File: src/hw/pdt_pkg.sv
package pdt_pkg;
  // ***************************************************
  // Register map (byte offsets on the Wishbone bus)
  // ***************************************************
  localparam logic [3:0] PDT_PRESCALER_OFS = 4'h0;
  localparam logic [3:0] PDT_FIRST_OFS     = 4'h4;
  localparam logic [3:0] PDT_SECOND_OFS    = 4'h8;
  localparam logic [3:0] PDT_MODE_OFS      = 4'hC;
  // ***************************************************
  // Mode register fields
  // ***************************************************
  localparam int PDT_SRC2_LSB   = 0;
  localparam int PDT_WRCTL_BIT  = 2;
  localparam int PDT_STOP_BIT   = 3;
  localparam int PDT_OUTEN_BIT  = 4;
  localparam int PDT_POL_BIT    = 5;
  localparam int PDT_PSRC_BIT   = 6;
  localparam int PDT_STAB_BIT   = 7;
  localparam int PDT_IRQ1_BIT   = 8;
  localparam int PDT_IRQ2_BIT   = 9;
  // ***************************************************
  // Reset values and dividers
  // ***************************************************
  localparam logic [7:0] PDT_PRE_RST    = 8'hFF;
  localparam logic [7:0] PDT_FIRST_RST  = 8'h01;
  localparam logic [7:0] PDT_SECOND_RST = 8'hFF;
  localparam logic [7:0] PDT_MODE_RST   = 8'h00;
  localparam int PDT_DIV16  = 16;
  localparam int PDT_DIV256 = 256;
  typedef enum logic [1:0] {
    PDT_SRC_DIV16, PDT_SRC_DIV256, PDT_SRC_PRESC, PDT_SRC_WIDE
  } pdt_src_type;
endpackage : pdt_pkg

File: src/hw/pdt_timer.sv
`timescale 1ns/10ps
// Operation
// - Each counter divides its input by one plus its reload latch value.
// - Counters decrement per count pulse; pulse at zero gives underflow.
// - Underflow reloads the counter from its latch and counting continues.
// - Each timer underflow sets that timer's interrupt request flag.
// - Prescaler is 8-bit; source is clock/16 or sub-clock by a control bit.
// - Writing the prescaler loads both its latch and its counter.
// - Reading the prescaler returns its count; reset value all ones.
// - The prescaler always counts; no stop control exists.
// - First timer is 8-bit, clocked by prescaler underflow.
// - Writing the first timer loads latch and counter together.
// - Reading the first timer returns its count; reset value one.
// - First timer has no stop and counts whenever pulses arrive.
// - Second timer source: clock/16, clock/256, prescaler, wide timer.
// - Write control bit picks latch plus counter, or latch only.
// - Second timer resets to all ones; reads return the live count.
// - Stop bit one halts the second timer; zero lets it count.
// - With output valid set, toggle pin inverts at each second underflow.
// - Polarity zero starts toggle output high, one starts it low.
// - Second timer stays accessible when stopped on another clock.
// - Stop mode with stabilise bit zero presets first timer and prescaler.
module pdt_timer
  import pdt_pkg::*;
(
  // Clock and reset
  input  wire logic        mclk,
  input  wire logic        reset_n,
  // Wishbone slave
  input  wire logic        wb_cyc_i,
  input  wire logic        wb_stb_i,
  input  wire logic        wb_we_i,
  input  wire logic [3:0]  wb_adr_i,
  input  wire logic [3:0]  wb_sel_i,
  input  wire logic [31:0] wb_dat_i,
  output logic      [31:0] wb_dat_o,
  output logic             wb_ack_o,
  // Count sources and power mode
  input  wire logic        sub_clock_input,
  input  wire logic        wide_timer_pulse,
  input  wire logic        stop_mode_entry,
  // Outputs
  output logic             toggle_output_pin,
  output logic             firstIrq,
  output logic             secondIrq
);
  // ***************************************************
  // Registers
  // ***************************************************
  logic [7:0] preLatch_reg, preCount_reg;
  logic [7:0] firstLatch_reg, firstCount_reg;
  logic [7:0] secondLatch_reg, secondCount_reg;
  logic [7:0] mode_reg;
  logic [7:0] div_reg;
  logic [2:0] subSync_reg;
  logic       irq1_reg, irq2_reg;
  logic       wrReq, wrPre, wrFirst, wrSecond, wrMode, wrStb, rdStb;
  logic       preTick, preUnder, firstUnder, secondTick, secondUnder;
  logic       div16Tick, div256Tick, subTick;
  logic       stopPreset;
  logic [31:0] rdData_next;

  function automatic logic hit(input logic [3:0] adr, input logic [3:0] ofs);
    hit = (adr == ofs);
  endfunction : hit

  // ***************************************************
  // Bus decode
  // ***************************************************
  assign wrReq    = wb_cyc_i && wb_stb_i && !wb_ack_o && wb_we_i;
  assign wrStb    = wrReq && wb_sel_i[0];
  assign rdStb    = wb_cyc_i && wb_stb_i && !wb_ack_o && !wb_we_i;
  assign wrPre    = wrStb && hit(wb_adr_i, PDT_PRESCALER_OFS);
  assign wrFirst  = wrStb && hit(wb_adr_i, PDT_FIRST_OFS);
  assign wrSecond = wrStb && hit(wb_adr_i, PDT_SECOND_OFS);
  assign wrMode   = wrStb && hit(wb_adr_i, PDT_MODE_OFS);

  always_ff @(posedge mclk or negedge reset_n) begin
    if (!reset_n) begin
      wb_ack_o <= 1'b0;
    end else begin
      wb_ack_o <= wb_cyc_i && wb_stb_i && !wb_ack_o;
    end
  end

  always_comb begin
    rdData_next = 32'h0000_0000;
    if (hit(wb_adr_i, PDT_PRESCALER_OFS)) begin
      rdData_next = {24'h000000, preCount_reg};
    end else if (hit(wb_adr_i, PDT_FIRST_OFS)) begin
      rdData_next = {24'h000000, firstCount_reg};
    end else if (hit(wb_adr_i, PDT_SECOND_OFS)) begin
      rdData_next = {24'h000000, secondCount_reg};
    end else if (hit(wb_adr_i, PDT_MODE_OFS)) begin
      rdData_next = {22'h000000, irq2_reg, irq1_reg, mode_reg};
    end
  end

  always_ff @(posedge mclk or negedge reset_n) begin
    if (!reset_n) begin
      wb_dat_o <= 32'h0000_0000;
    end else if (rdStb) begin
      wb_dat_o <= rdData_next;
    end
  end

  always_ff @(posedge mclk or negedge reset_n) begin
    if (!reset_n) begin
      mode_reg <= PDT_MODE_RST;
    end else if (wrMode) begin
      mode_reg <= wb_dat_i[7:0];
    end
  end

  // ***************************************************
  // Count sources
  // ***************************************************
  always_ff @(posedge mclk or negedge reset_n) begin
    if (!reset_n) begin
      div_reg <= 8'h00;
    end else begin
      div_reg <= div_reg + 8'h01;
    end
  end
  assign div16Tick  = (div_reg[3:0] == 4'(PDT_DIV16 - 1));
  assign div256Tick = (div_reg == 8'(PDT_DIV256 - 1));

  always_ff @(posedge mclk or negedge reset_n) begin
    if (!reset_n) begin
      subSync_reg <= 3'b000;
    end else begin
      subSync_reg <= {subSync_reg[1:0], sub_clock_input};
    end
  end
  assign subTick = subSync_reg[1] && !subSync_reg[2];

  assign preTick = mode_reg[PDT_PSRC_BIT] ? subTick : div16Tick;
  assign stopPreset = stop_mode_entry && !mode_reg[PDT_STAB_BIT];

  // ***************************************************
  // Prescaler
  // ***************************************************
  assign preUnder = preTick && (preCount_reg == 8'h00);
  always_ff @(posedge mclk or negedge reset_n) begin
    if (!reset_n) begin
      preLatch_reg <= PDT_PRE_RST;
      preCount_reg <= PDT_PRE_RST;
    end else if (wrPre) begin
      preLatch_reg <= wb_dat_i[7:0];
      preCount_reg <= wb_dat_i[7:0];
    end else if (stopPreset) begin
      preCount_reg <= PDT_PRE_RST;
    end else if (preUnder) begin
      preCount_reg <= preLatch_reg;
    end else if (preTick) begin
      preCount_reg <= preCount_reg - 8'h01;
    end
  end

  // ***************************************************
  // First timer
  // ***************************************************
  assign firstUnder = preUnder && (firstCount_reg == 8'h00);
  always_ff @(posedge mclk or negedge reset_n) begin
    if (!reset_n) begin
      firstLatch_reg <= PDT_FIRST_RST;
      firstCount_reg <= PDT_FIRST_RST;
    end else if (wrFirst) begin
      firstLatch_reg <= wb_dat_i[7:0];
      firstCount_reg <= wb_dat_i[7:0];
    end else if (stopPreset) begin
      firstCount_reg <= PDT_FIRST_RST;
    end else if (firstUnder) begin
      firstCount_reg <= firstLatch_reg;
    end else if (preUnder) begin
      firstCount_reg <= firstCount_reg - 8'h01;
    end
  end

  // ***************************************************
  // Second timer
  // ***************************************************
  always_comb begin
    case (pdt_src_type'(mode_reg[PDT_SRC2_LSB +: 2]))
      PDT_SRC_DIV16:  secondTick = div16Tick;
      PDT_SRC_DIV256: secondTick = div256Tick;
      PDT_SRC_PRESC:  secondTick = preUnder;
      default:        secondTick = wide_timer_pulse;
    endcase
    if (mode_reg[PDT_STOP_BIT]) begin
      secondTick = 1'b0;
    end
  end
  assign secondUnder = secondTick && (secondCount_reg == 8'h00);

  always_ff @(posedge mclk or negedge reset_n) begin
    if (!reset_n) begin
      secondLatch_reg <= PDT_SECOND_RST;
    end else if (wrSecond) begin
      secondLatch_reg <= wb_dat_i[7:0];
    end
  end

  always_ff @(posedge mclk or negedge reset_n) begin
    if (!reset_n) begin
      secondCount_reg <= PDT_SECOND_RST;
    end else if (wrSecond && !mode_reg[PDT_WRCTL_BIT]) begin
      secondCount_reg <= wb_dat_i[7:0];
    end else if (secondUnder) begin
      secondCount_reg <= secondLatch_reg;
    end else if (secondTick) begin
      secondCount_reg <= secondCount_reg - 8'h01;
    end
  end

  // ***************************************************
  // Toggle output
  // ***************************************************
  always_ff @(posedge mclk or negedge reset_n) begin
    if (!reset_n) begin
      toggle_output_pin <= 1'b1;
    end else if (!mode_reg[PDT_OUTEN_BIT]) begin
      toggle_output_pin <= !mode_reg[PDT_POL_BIT];
    end else if (secondUnder) begin
      toggle_output_pin <= !toggle_output_pin;
    end
  end

  // ***************************************************
  // Interrupt request flags
  // ***************************************************
  always_ff @(posedge mclk or negedge reset_n) begin
    if (!reset_n) begin
      irq1_reg <= 1'b0;
      irq2_reg <= 1'b0;
    end else begin
      if (firstUnder) begin
        irq1_reg <= 1'b1;
      end else if (wrReq && hit(wb_adr_i, PDT_MODE_OFS) && wb_sel_i[1]
                   && !wb_dat_i[PDT_IRQ1_BIT]) begin
        irq1_reg <= 1'b0;
      end
      if (secondUnder) begin
        irq2_reg <= 1'b1;
      end else if (wrReq && hit(wb_adr_i, PDT_MODE_OFS) && wb_sel_i[1]
                   && !wb_dat_i[PDT_IRQ2_BIT]) begin
        irq2_reg <= 1'b0;
      end
    end
  end
  assign firstIrq  = irq1_reg;
  assign secondIrq = irq2_reg;

  // ***************************************************
  // Checks
  // ***************************************************
  property p_preReload;
    @(posedge mclk) disable iff (!reset_n)
    (preUnder && !wrPre && !stopPreset) |=> (preCount_reg == $past(preLatch_reg));
  endproperty
  a_preReload: assert property (p_preReload) else $error("prescaler reload wrong");

  property p_preDec;
    @(posedge mclk) disable iff (!reset_n)
    (preTick && preCount_reg != 8'h00 && !wrPre && !stopPreset)
      |=> (preCount_reg == $past(preCount_reg) - 8'h01);
  endproperty
  a_preDec: assert property (p_preDec) else $error("prescaler decrement wrong");

  property p_preWrite;
    @(posedge mclk) disable iff (!reset_n)
    wrPre |=> (preCount_reg == $past(wb_dat_i[7:0]) && preLatch_reg == preCount_reg);
  endproperty
  a_preWrite: assert property (p_preWrite) else $error("prescaler write wrong");

  property p_firstWrite;
    @(posedge mclk) disable iff (!reset_n)
    wrFirst |=> (firstCount_reg == $past(wb_dat_i[7:0]) && firstLatch_reg == firstCount_reg);
  endproperty
  a_firstWrite: assert property (p_firstWrite) else $error("first timer write wrong");

  property p_irq1;
    @(posedge mclk) disable iff (!reset_n)
    firstUnder |=> irq1_reg;
  endproperty
  a_irq1: assert property (p_irq1) else $error("first irq not set");

  property p_stopHalt;
    @(posedge mclk) disable iff (!reset_n)
    (mode_reg[PDT_STOP_BIT] && !wrSecond) |=> $stable(secondCount_reg);
  endproperty
  a_stopHalt: assert property (p_stopHalt) else $error("second timer ran while stopped");

  property p_latchOnly;
    @(posedge mclk) disable iff (!reset_n)
    (wrSecond && mode_reg[PDT_WRCTL_BIT] && !secondTick) |=> $stable(secondCount_reg);
  endproperty
  a_latchOnly: assert property (p_latchOnly) else $error("latch-only write hit counter");

  property p_toggle;
    @(posedge mclk) disable iff (!reset_n)
    (secondUnder && mode_reg[PDT_OUTEN_BIT]) |=> (toggle_output_pin != $past(toggle_output_pin));
  endproperty
  a_toggle: assert property (p_toggle) else $error("toggle output missed");

  property p_stopPreset;
    @(posedge mclk) disable iff (!reset_n)
    (stopPreset && !wrFirst && !wrPre)
      |=> (firstCount_reg == PDT_FIRST_RST && preCount_reg == PDT_PRE_RST);
  endproperty
  a_stopPreset: assert property (p_stopPreset) else $error("stop preset missing");

  property p_firstReload;
    @(posedge mclk) disable iff (!reset_n)
    (firstUnder && !wrFirst && !stopPreset) |=> (firstCount_reg == $past(firstLatch_reg));
  endproperty
  a_firstReload: assert property (p_firstReload) else $error("first reload wrong");

  property p_firstDec;
    @(posedge mclk) disable iff (!reset_n)
    (preUnder && firstCount_reg != 8'h00 && !wrFirst && !stopPreset)
      |=> (firstCount_reg == $past(firstCount_reg) - 8'h01);
  endproperty
  a_firstDec: assert property (p_firstDec) else $error("first decrement wrong");

  property p_firstHold;
    @(posedge mclk) disable iff (!reset_n)
    (!preUnder && !wrFirst && !stopPreset) |=> $stable(firstCount_reg);
  endproperty
  a_firstHold: assert property (p_firstHold) else $error("first moved without tick");

  property p_preHold;
    @(posedge mclk) disable iff (!reset_n)
    (!preTick && !wrPre && !stopPreset) |=> $stable(preCount_reg);
  endproperty
  a_preHold: assert property (p_preHold) else $error("prescaler moved without tick");

  property p_secondReload;
    @(posedge mclk) disable iff (!reset_n)
    (secondUnder && !wrSecond) |=> (secondCount_reg == $past(secondLatch_reg));
  endproperty
  a_secondReload: assert property (p_secondReload) else $error("second reload wrong");

  property p_secondDec;
    @(posedge mclk) disable iff (!reset_n)
    (secondTick && secondCount_reg != 8'h00 && !wrSecond)
      |=> (secondCount_reg == $past(secondCount_reg) - 8'h01);
  endproperty
  a_secondDec: assert property (p_secondDec) else $error("second decrement wrong");

  property p_secondWrite;
    @(posedge mclk) disable iff (!reset_n)
    (wrSecond && !mode_reg[PDT_WRCTL_BIT])
      |=> (secondCount_reg == $past(wb_dat_i[7:0]) && secondLatch_reg == secondCount_reg);
  endproperty
  a_secondWrite: assert property (p_secondWrite) else $error("second write wrong");

  property p_irq2;
    @(posedge mclk) disable iff (!reset_n)
    secondUnder |=> irq2_reg;
  endproperty
  a_irq2: assert property (p_irq2) else $error("second irq not set");

  property p_polarity;
    @(posedge mclk) disable iff (!reset_n)
    (!mode_reg[PDT_OUTEN_BIT]) |=> (toggle_output_pin == !$past(mode_reg[PDT_POL_BIT]));
  endproperty
  a_polarity: assert property (p_polarity) else $error("toggle start level wrong");

  property p_toggleHold;
    @(posedge mclk) disable iff (!reset_n)
    (mode_reg[PDT_OUTEN_BIT] && !secondUnder) |=> $stable(toggle_output_pin);
  endproperty
  a_toggleHold: assert property (p_toggleHold) else $error("toggle moved without underflow");

  property p_subTick;
    @(posedge mclk) disable iff (!reset_n)
    subTick |=> !subTick;
  endproperty
  a_subTick: assert property (p_subTick) else $error("sub-clock tick too long");

  property p_div16Gap;
    @(posedge mclk) disable iff (!reset_n)
    div16Tick |=> !div16Tick;
  endproperty
  a_div16Gap: assert property (p_div16Gap) else $error("divided tick too long");
endmodule : pdt_timer

File: config.mk
export PLATFORM = sky130hd
export DESIGN_NAME = pdt_timer
export DESIGN_NICKNAME = d
export VERILOG_FILES = /design/src/hw/pdt_pkg.sv /design/src/hw/pdt_timer.sv
export SDC_FILE = /design/constraint.sdc
export NUM_CORES = 1
export LEC_CHECK = 0
export ABC_AREA = 1
export BUFFER_PORTS_ARGS = -buffer_cell sky130_fd_sc_hd__buf_2
export CORE_MARGIN = 2
export CORE_UTILIZATION = 31
export CTS_CLUSTER_DIAMETER = 60
export DETAILED_ROUTE_END_ITERATION = 10
export PLACE_DENSITY = 0.61
export SYNTH_ARGS = -nofsm -noshare
export SYNTH_HDL_FRONTEND = slang
export SYNTH_SLANG_ARGS = --single-unit
File: constraint.sdc
create_clock -name mclk -period 4.3 [get_ports mclk]
set_input_delay 0.215 -clock mclk [delete_from_list [all_inputs] [get_ports mclk]]
set_output_delay 0.215 -clock mclk [all_outputs]
set_load 0.01 [all_outputs]
---- Word level (Yosys, flattened, before mapping) ----
Index checks and enable logic that the tools add are counted.
word-level totals
  register bits after elaboration ......... 103
cells by class
  add/sub/neg operators ................... 4
  equal/unequal tests ..................... 8
  mux-type cells .......................... 24
  reduce and logical (&&, ||, !) cells .... 38
operators with widths
  kind                 number
  $mux 8               11
  $mux 10              4
  $logic_not 8->1      3
  $sub 8x1->8 const B  3
  $logic_and 1x1->1    19
  $eq 4x4->1 const B   3
  $logic_not 1->1      9
  $add 8x1->8 const B  1
  $eq 8x8->1 const B   1
  $mux 1               8
  $reduce_bool 4->1    2
  $eq 4x3->1 const B   1
  $logic_not 4->1      1
  $reduce_bool 2->1    2
  $pmux 1 s3           1
  $reduce_bool 3->1    1
  $eq 2x1->1 const B   1
  $eq 2x2->1 const B   1
  $logic_not 2->1      1
  $ne 2x1->1 const B   1

---- Logic depth before layout (Yosys ltp) ----
  word-level depth ........................ 9
  gate-level depth with buffers ........... 11

---- Worst setup path before layout ----
OpenSTA, ideal clock, no wires.
  kind .................................... reg-to-reg
  start point ............................. reg preCount_reg[0]
  end point ............................... reg preCount_reg[3]
  arrival ................................. 1557 ps
  data required time ...................... 4236 ps
  setup slack ............................. 2680 ps
  cell stages (with the launch flop) ...... 11
  path buffers ............................ 1
  cell sequence ........................... dfstp_2 -> inv_1 -> ha_1 -> nand2_2 -> nor2_4 -> nand2_4 -> inv_1 -> buf_6 -> o211ai_1 -> nand2_1 -> nand3_1
between the ends
  word-level cells in the longest chain between the ends .. 5
RTL lines
  item                                            RTL line                            text
  start: declaration                              pdt_timer.sv:50                     logic [7:0] preLatch_reg, preCount_reg;
  start signal: assignment                        pdt_timer.sv:150                    preCount_reg <= wb_dat_i[7:0];
  start signal: assignment                        pdt_timer.sv:154                    preCount_reg <= preLatch_reg;
  start signal: assignment                        pdt_timer.sv:156                    preCount_reg <= preCount_reg - 8'h01;
  $sub 8x1->8 or $logic_not 8->1 (tied branches)  pdt_timer.sv:156, pdt_timer.sv:143
  $mux 8 or $logic_and 1x1->1 (tied branches)     pdt_timer.sv:155, pdt_timer.sv:143
  $mux 8                                          pdt_timer.sv:153                    end else if (preUnder) begin
  $mux 8                                          pdt_timer.sv:151                    end else if (stopPreset) begin
  $mux 8                                          pdt_timer.sv:148                    end else if (wrPre) begin
Several ways; a longest one is shown, not always the timed one. The select of a mux whose other input is x is not followed.
A chain may end at the register's enable or synchronous reset.

---- Worst setup path after layout ----
  start point ............................. reg preCount_reg[0]
  end point ............................... reg firstCount_reg[7]
between the ends
  word-level cells in the longest chain between the ends .. 6
RTL lines
  item                    RTL line          text
  $logic_not 8->1 (*)     pdt_timer.sv:143  assign preUnder = preTick && (preCount_reg == 8'h00);
  $logic_and 1x1->1 (*)   pdt_timer.sv:143
  $logic_and 1x1->1       pdt_timer.sv:163  assign firstUnder = preUnder && (firstCount_reg == 8'h00);
  $mux 8                  pdt_timer.sv:173  end else if (firstUnder) begin
  $mux 8                  pdt_timer.sv:171  end else if (stopPreset) begin
  $mux 8                  pdt_timer.sv:168  end else if (wrFirst) begin
  end signal: assignment  pdt_timer.sv:170  firstCount_reg <= wb_dat_i[7:0];
  end signal: assignment  pdt_timer.sv:174  firstCount_reg <= firstLatch_reg;
  end signal: assignment  pdt_timer.sv:176  firstCount_reg <= firstCount_reg - 8'h01;
  end: declaration        pdt_timer.sv:51   logic [7:0] firstLatch_reg, firstCount_reg;
Mark *: on every way between the ends. The rest lies on a longest branch, timed or not.

==> run_results.csv <==
group,metric,value,unit
timing,grt_setup_unrepaired,"false",
power_and_ir_drop,powerDensity,514,nW/um^2
placed_design,pre_cts_ws,2.26,ns
timing,setup_violations,0,
die,dieArea,15900,sq um
power_and_ir_drop,p_int,1.70,mW
route,detail-route-antenna-nets,0,
global_route,grt_use_total,14.9,%
clocking,cts_buffers,9,
worst_hold_path,hold_depth,3,
clocking,clockBufferDepth,2,
power_and_ir_drop,clock_power_share,26.8,%
logic_synthesis,syn_area_per_cell,7.87,sq um
route,totalWireLength,11500,um
global_route,grt-busiest-layer,"met1",
die,chipHeight,126,um
finish,multi_input_area,2080,sq um
timing,final-max-slew-violation-count,0,
logic_synthesis,synth_most_common_cell,"nand2_1",
global_route,met2_usage,21.6,%
worst_setup_path,worst-path-max-fanout,11,
logic_synthesis,synth_cells,586,
route,avgViaCountPerCell,4.61,
finish,instances_no_fill,817,
logic_synthesis,synth-seq-area-share,44.9,%
die,rows,44,
die,die_x,126,um
logic_synthesis,yosys-top-cells-area,"dfrtp_1 25%, dfstp_2 20%, nand2_1 12%, inv_1 6.6%, nand3_1 5.1%",
clocking,cts.repair.resized,0,
worst_setup_path,critPathCaptureType,"flop",
die,ios,84,
route,wl_per_cell,14.0,um
timing,period_needed,2.10,ns
global_route,grt_pass1_vias,3500,
worst_setup_path,critPathTopFamily,"simple AND/OR/NAND/NOR gates",
timing,worst_pin_slew,0.668,ns
job,drv_cap,0,
power_and_ir_drop,p_sw_share,36.3,%
logic_synthesis,synth.largest_area_cell,"dfrtp_1",
timing,report.final.hold_viol_count,0,
route,route.detailed.drc,0,
global_route,globalRouteMet1Util,22.3,%
clocking,clkTransAtPathRegs,0.07,ns
logic_synthesis,yosysTopAreaCellShare,25.0,%
worst_hold_path,hold_path.class,"in2reg",
worst_setup_path,path_buf_inv,2,
finish,regMostFlops,"wb_dat_o",
worst_setup_path,slowest_delay,0.38,ns
finish,design_area,5180,sq um
global_route,grt_pass1_wl,18600,um
timing,layout_setup_ws,2.20,ns
power_and_ir_drop,p_leak,2.58,nW
timing,finalSetupTns,0,ns
logic_synthesis,synth_edf_count,0,
finish,antennaDiodeCount,0,
clocking,cts_setup_buffers,0,
logic_synthesis,synth_common_cells,"144 x nand2_1, 81 x inv_1, 51 x nor2_1, 47 x nand3_1, 46 x dfrtp_1",
global_route,gr-total-overflow,0,
clocking,cts_root_buffer,"clkbuf_16",
route,first_iter_violations,389,
timing,max_freq,475,MHz
finish,syn2layout_area_growth,12.4,%
logic_synthesis,synth_seq_cells,81,
global_route,grt_max_degree,44,
power_and_ir_drop,finalPower,2.67,mW
global_route,grt.met3_usage,3.57,%
worst_setup_path,critical_path_class,"reg2reg",
worst_setup_path,crit_slowest_cell,"dfstp_2",
finish,largest_register_ffs,10,
worst_setup_path,cp.depth,10,
finish,fillers,1543,
route,first_pass_iters,5,
timing,post-route-period-util,48.9,%
placed_design,gp_congestion,0.793,
die,core,14500,sq um
route,vias,3768,
timing,fin_skew,0.0112,ns
placed_design,hpwl,8230,um
power_and_ir_drop,irDropWorstVdd,0.176,mV
logic_synthesis,yosys_warnings,0,
die,initial_core_util,31.7,%
power_and_ir_drop,p_comb_share,29.6,%
finish,seq_area,2070,sq um
worst_setup_path,crit_path_cell_trace,"inv_1 > ha_1 > nand2_2 > nor2_4 > nand2_4 > inv_1 > nand3_1 > nand2_1 > nand3_1 > a21oi_1",
worst_setup_path,startpoint_type,"flop",
placed_design,placed_cell_area,4890,sq um
power_and_ir_drop,p_switching,0.967,mW
outcome,outcome,"completed",
global_route,grt_antenna_before_repair,0,
logic_synthesis,synthDistinctLibCells,35,
finish,drive_above_1_share,19.7,%
clocking,cts_tree,"done",
clocking,cts.sinks,81,
logic_synthesis,syn_area,4610,sq um
finish,nNetsFinal,680,
worst_setup_path,worstPathRequired,4.56,ns
placed_design,port-buffer-count,37,
placed_design,placedCellCount,799,
logic_synthesis,async_flop_share,100,%
clocking,htree_levels,3,
worst_setup_path,cp.arrival,2.36,ns
worst_setup_path,worst_r2r_path_depth,10,
power_and_ir_drop,p_seq_share,43.6,%
logic_synthesis,synthFlopType,"dfrtp_1",
timing,slew_headroom,55.3,%
clocking,worstSkewPairLatency,0.35,ns
-- through the flow --
step                      hold WS [ns]  utilization [%]
after floorplan                -0.0806                -
after global placement           0.223             33.7
after detailed placement         0.224             33.7
after CTS                        0.124             35.7
after global routing             0.144             35.7
final                            0.123             35.7
-- metal layers --
layer  share of wire (%)  routed length [um]
met5                   0                   0
met4                0.94                 108
met3                 5.3                 602
met2                  43                4970
met1                  50                5780
-- cell usage in the layout (no fill, tap or decap), types with 7 or more instances in the layout --
| master | n |
|---|---|
| o21ai_0 | 29 |
| a21oi_1 | 32 |
| conb_1 | 22 |
| nor2_1 | 51 |
| dfrtp_1 | 46 |
| buf_2 | 36 |
| nand2_2 | 7 |
| o22ai_1 | 7 |
| o211ai_1 | 7 |
| xor2_1 | 15 |
| inv_1 | 81 |
| dfstp_2 | 35 |
| nand2_1 | 144 |
| clkbuf_16 | 9 |
| nand3_1 | 47 |
| nor2_2 | 8 |
-- worst reg2reg max path, stage by stage (launching register included) --
cell     delay [ns]
dfstp_2        0.38
inv_1          0.10
ha_1           0.25
nand2_2        0.11
nor2_4         0.21
nand2_4        0.15
inv_1          0.35
nand3_1        0.14
nand2_1        0.10
nand3_1        0.06
a21oi_1        0.17
-- layout make-up --
type | instances | share of cell area, %
multi-input combinational | 412 | 40.1
timing repair buffer | 40 | 4.15
sequential | 81 | 39.9
inverter | 84 | 6.13
tap | 184 | 4.44
clock inverter | 7 | 0.917
clock buffer | 9 | 4.34
-- power by group through the flow --
stage          registers [mW]  clock network, mW  logic (mW)
6_report                 1.16              0.713       0.790
5_1_grt                  1.18              0.765       0.915
4_1_cts                  1.16              0.730       0.788
3_5_place_dp             1.17                  0       0.778
3_3_place_gp             1.17                  0       0.773
2_1_floorplan            1.13                  0       0.615
-- cells by family (layout without fill, tap and decap cells) --
kind of cell / after synthesis / in the layout / share of synthesized area, %
xor+xnor: 19 / 19 / 3.61
compound gates: 82 / 82 / 9.82
other cells: 1 / 22 / 0.0813
buf+inv: 114 / 140 / 11.8
fa+ha+maj: 4 / 4 / 1.08
flops: 81 / 81 / 44.9
simple gates: 285 / 285 / 28.7
-- path summary, 6_finish.rpt --
check	end	slack, ns	start
max in group asynchronous	preCount_reg[7]$_DFFE_PN1P_	2.97	reset_n
min in group asynchronous	mode_reg[4]$_DFFE_PN0P_	0.38	reset_n
max	firstCount_reg[7]$_DFFE_PN0P_	2.20	preCount_reg[0]$_DFFE_PN1P_
max reg2reg	firstCount_reg[7]$_DFFE_PN0P_	2.20	preCount_reg[0]$_DFFE_PN1P_
min	secondIrq$_DFFE_PN0P_	0.12	wb_dat_i[9]
min reg2reg	subSync_reg[1]$_DFF_PN0_	0.35	subSync_reg[0]$_DFF_PN0_
-- repair_timing --
action                                  in CTS  in global routing
endpoints found under the hold margin       31                  0
hold buffers                                 2                  0
endpoints found under the setup margin       0                  0
No activity file was read; power rests on OpenSTA's default activity.
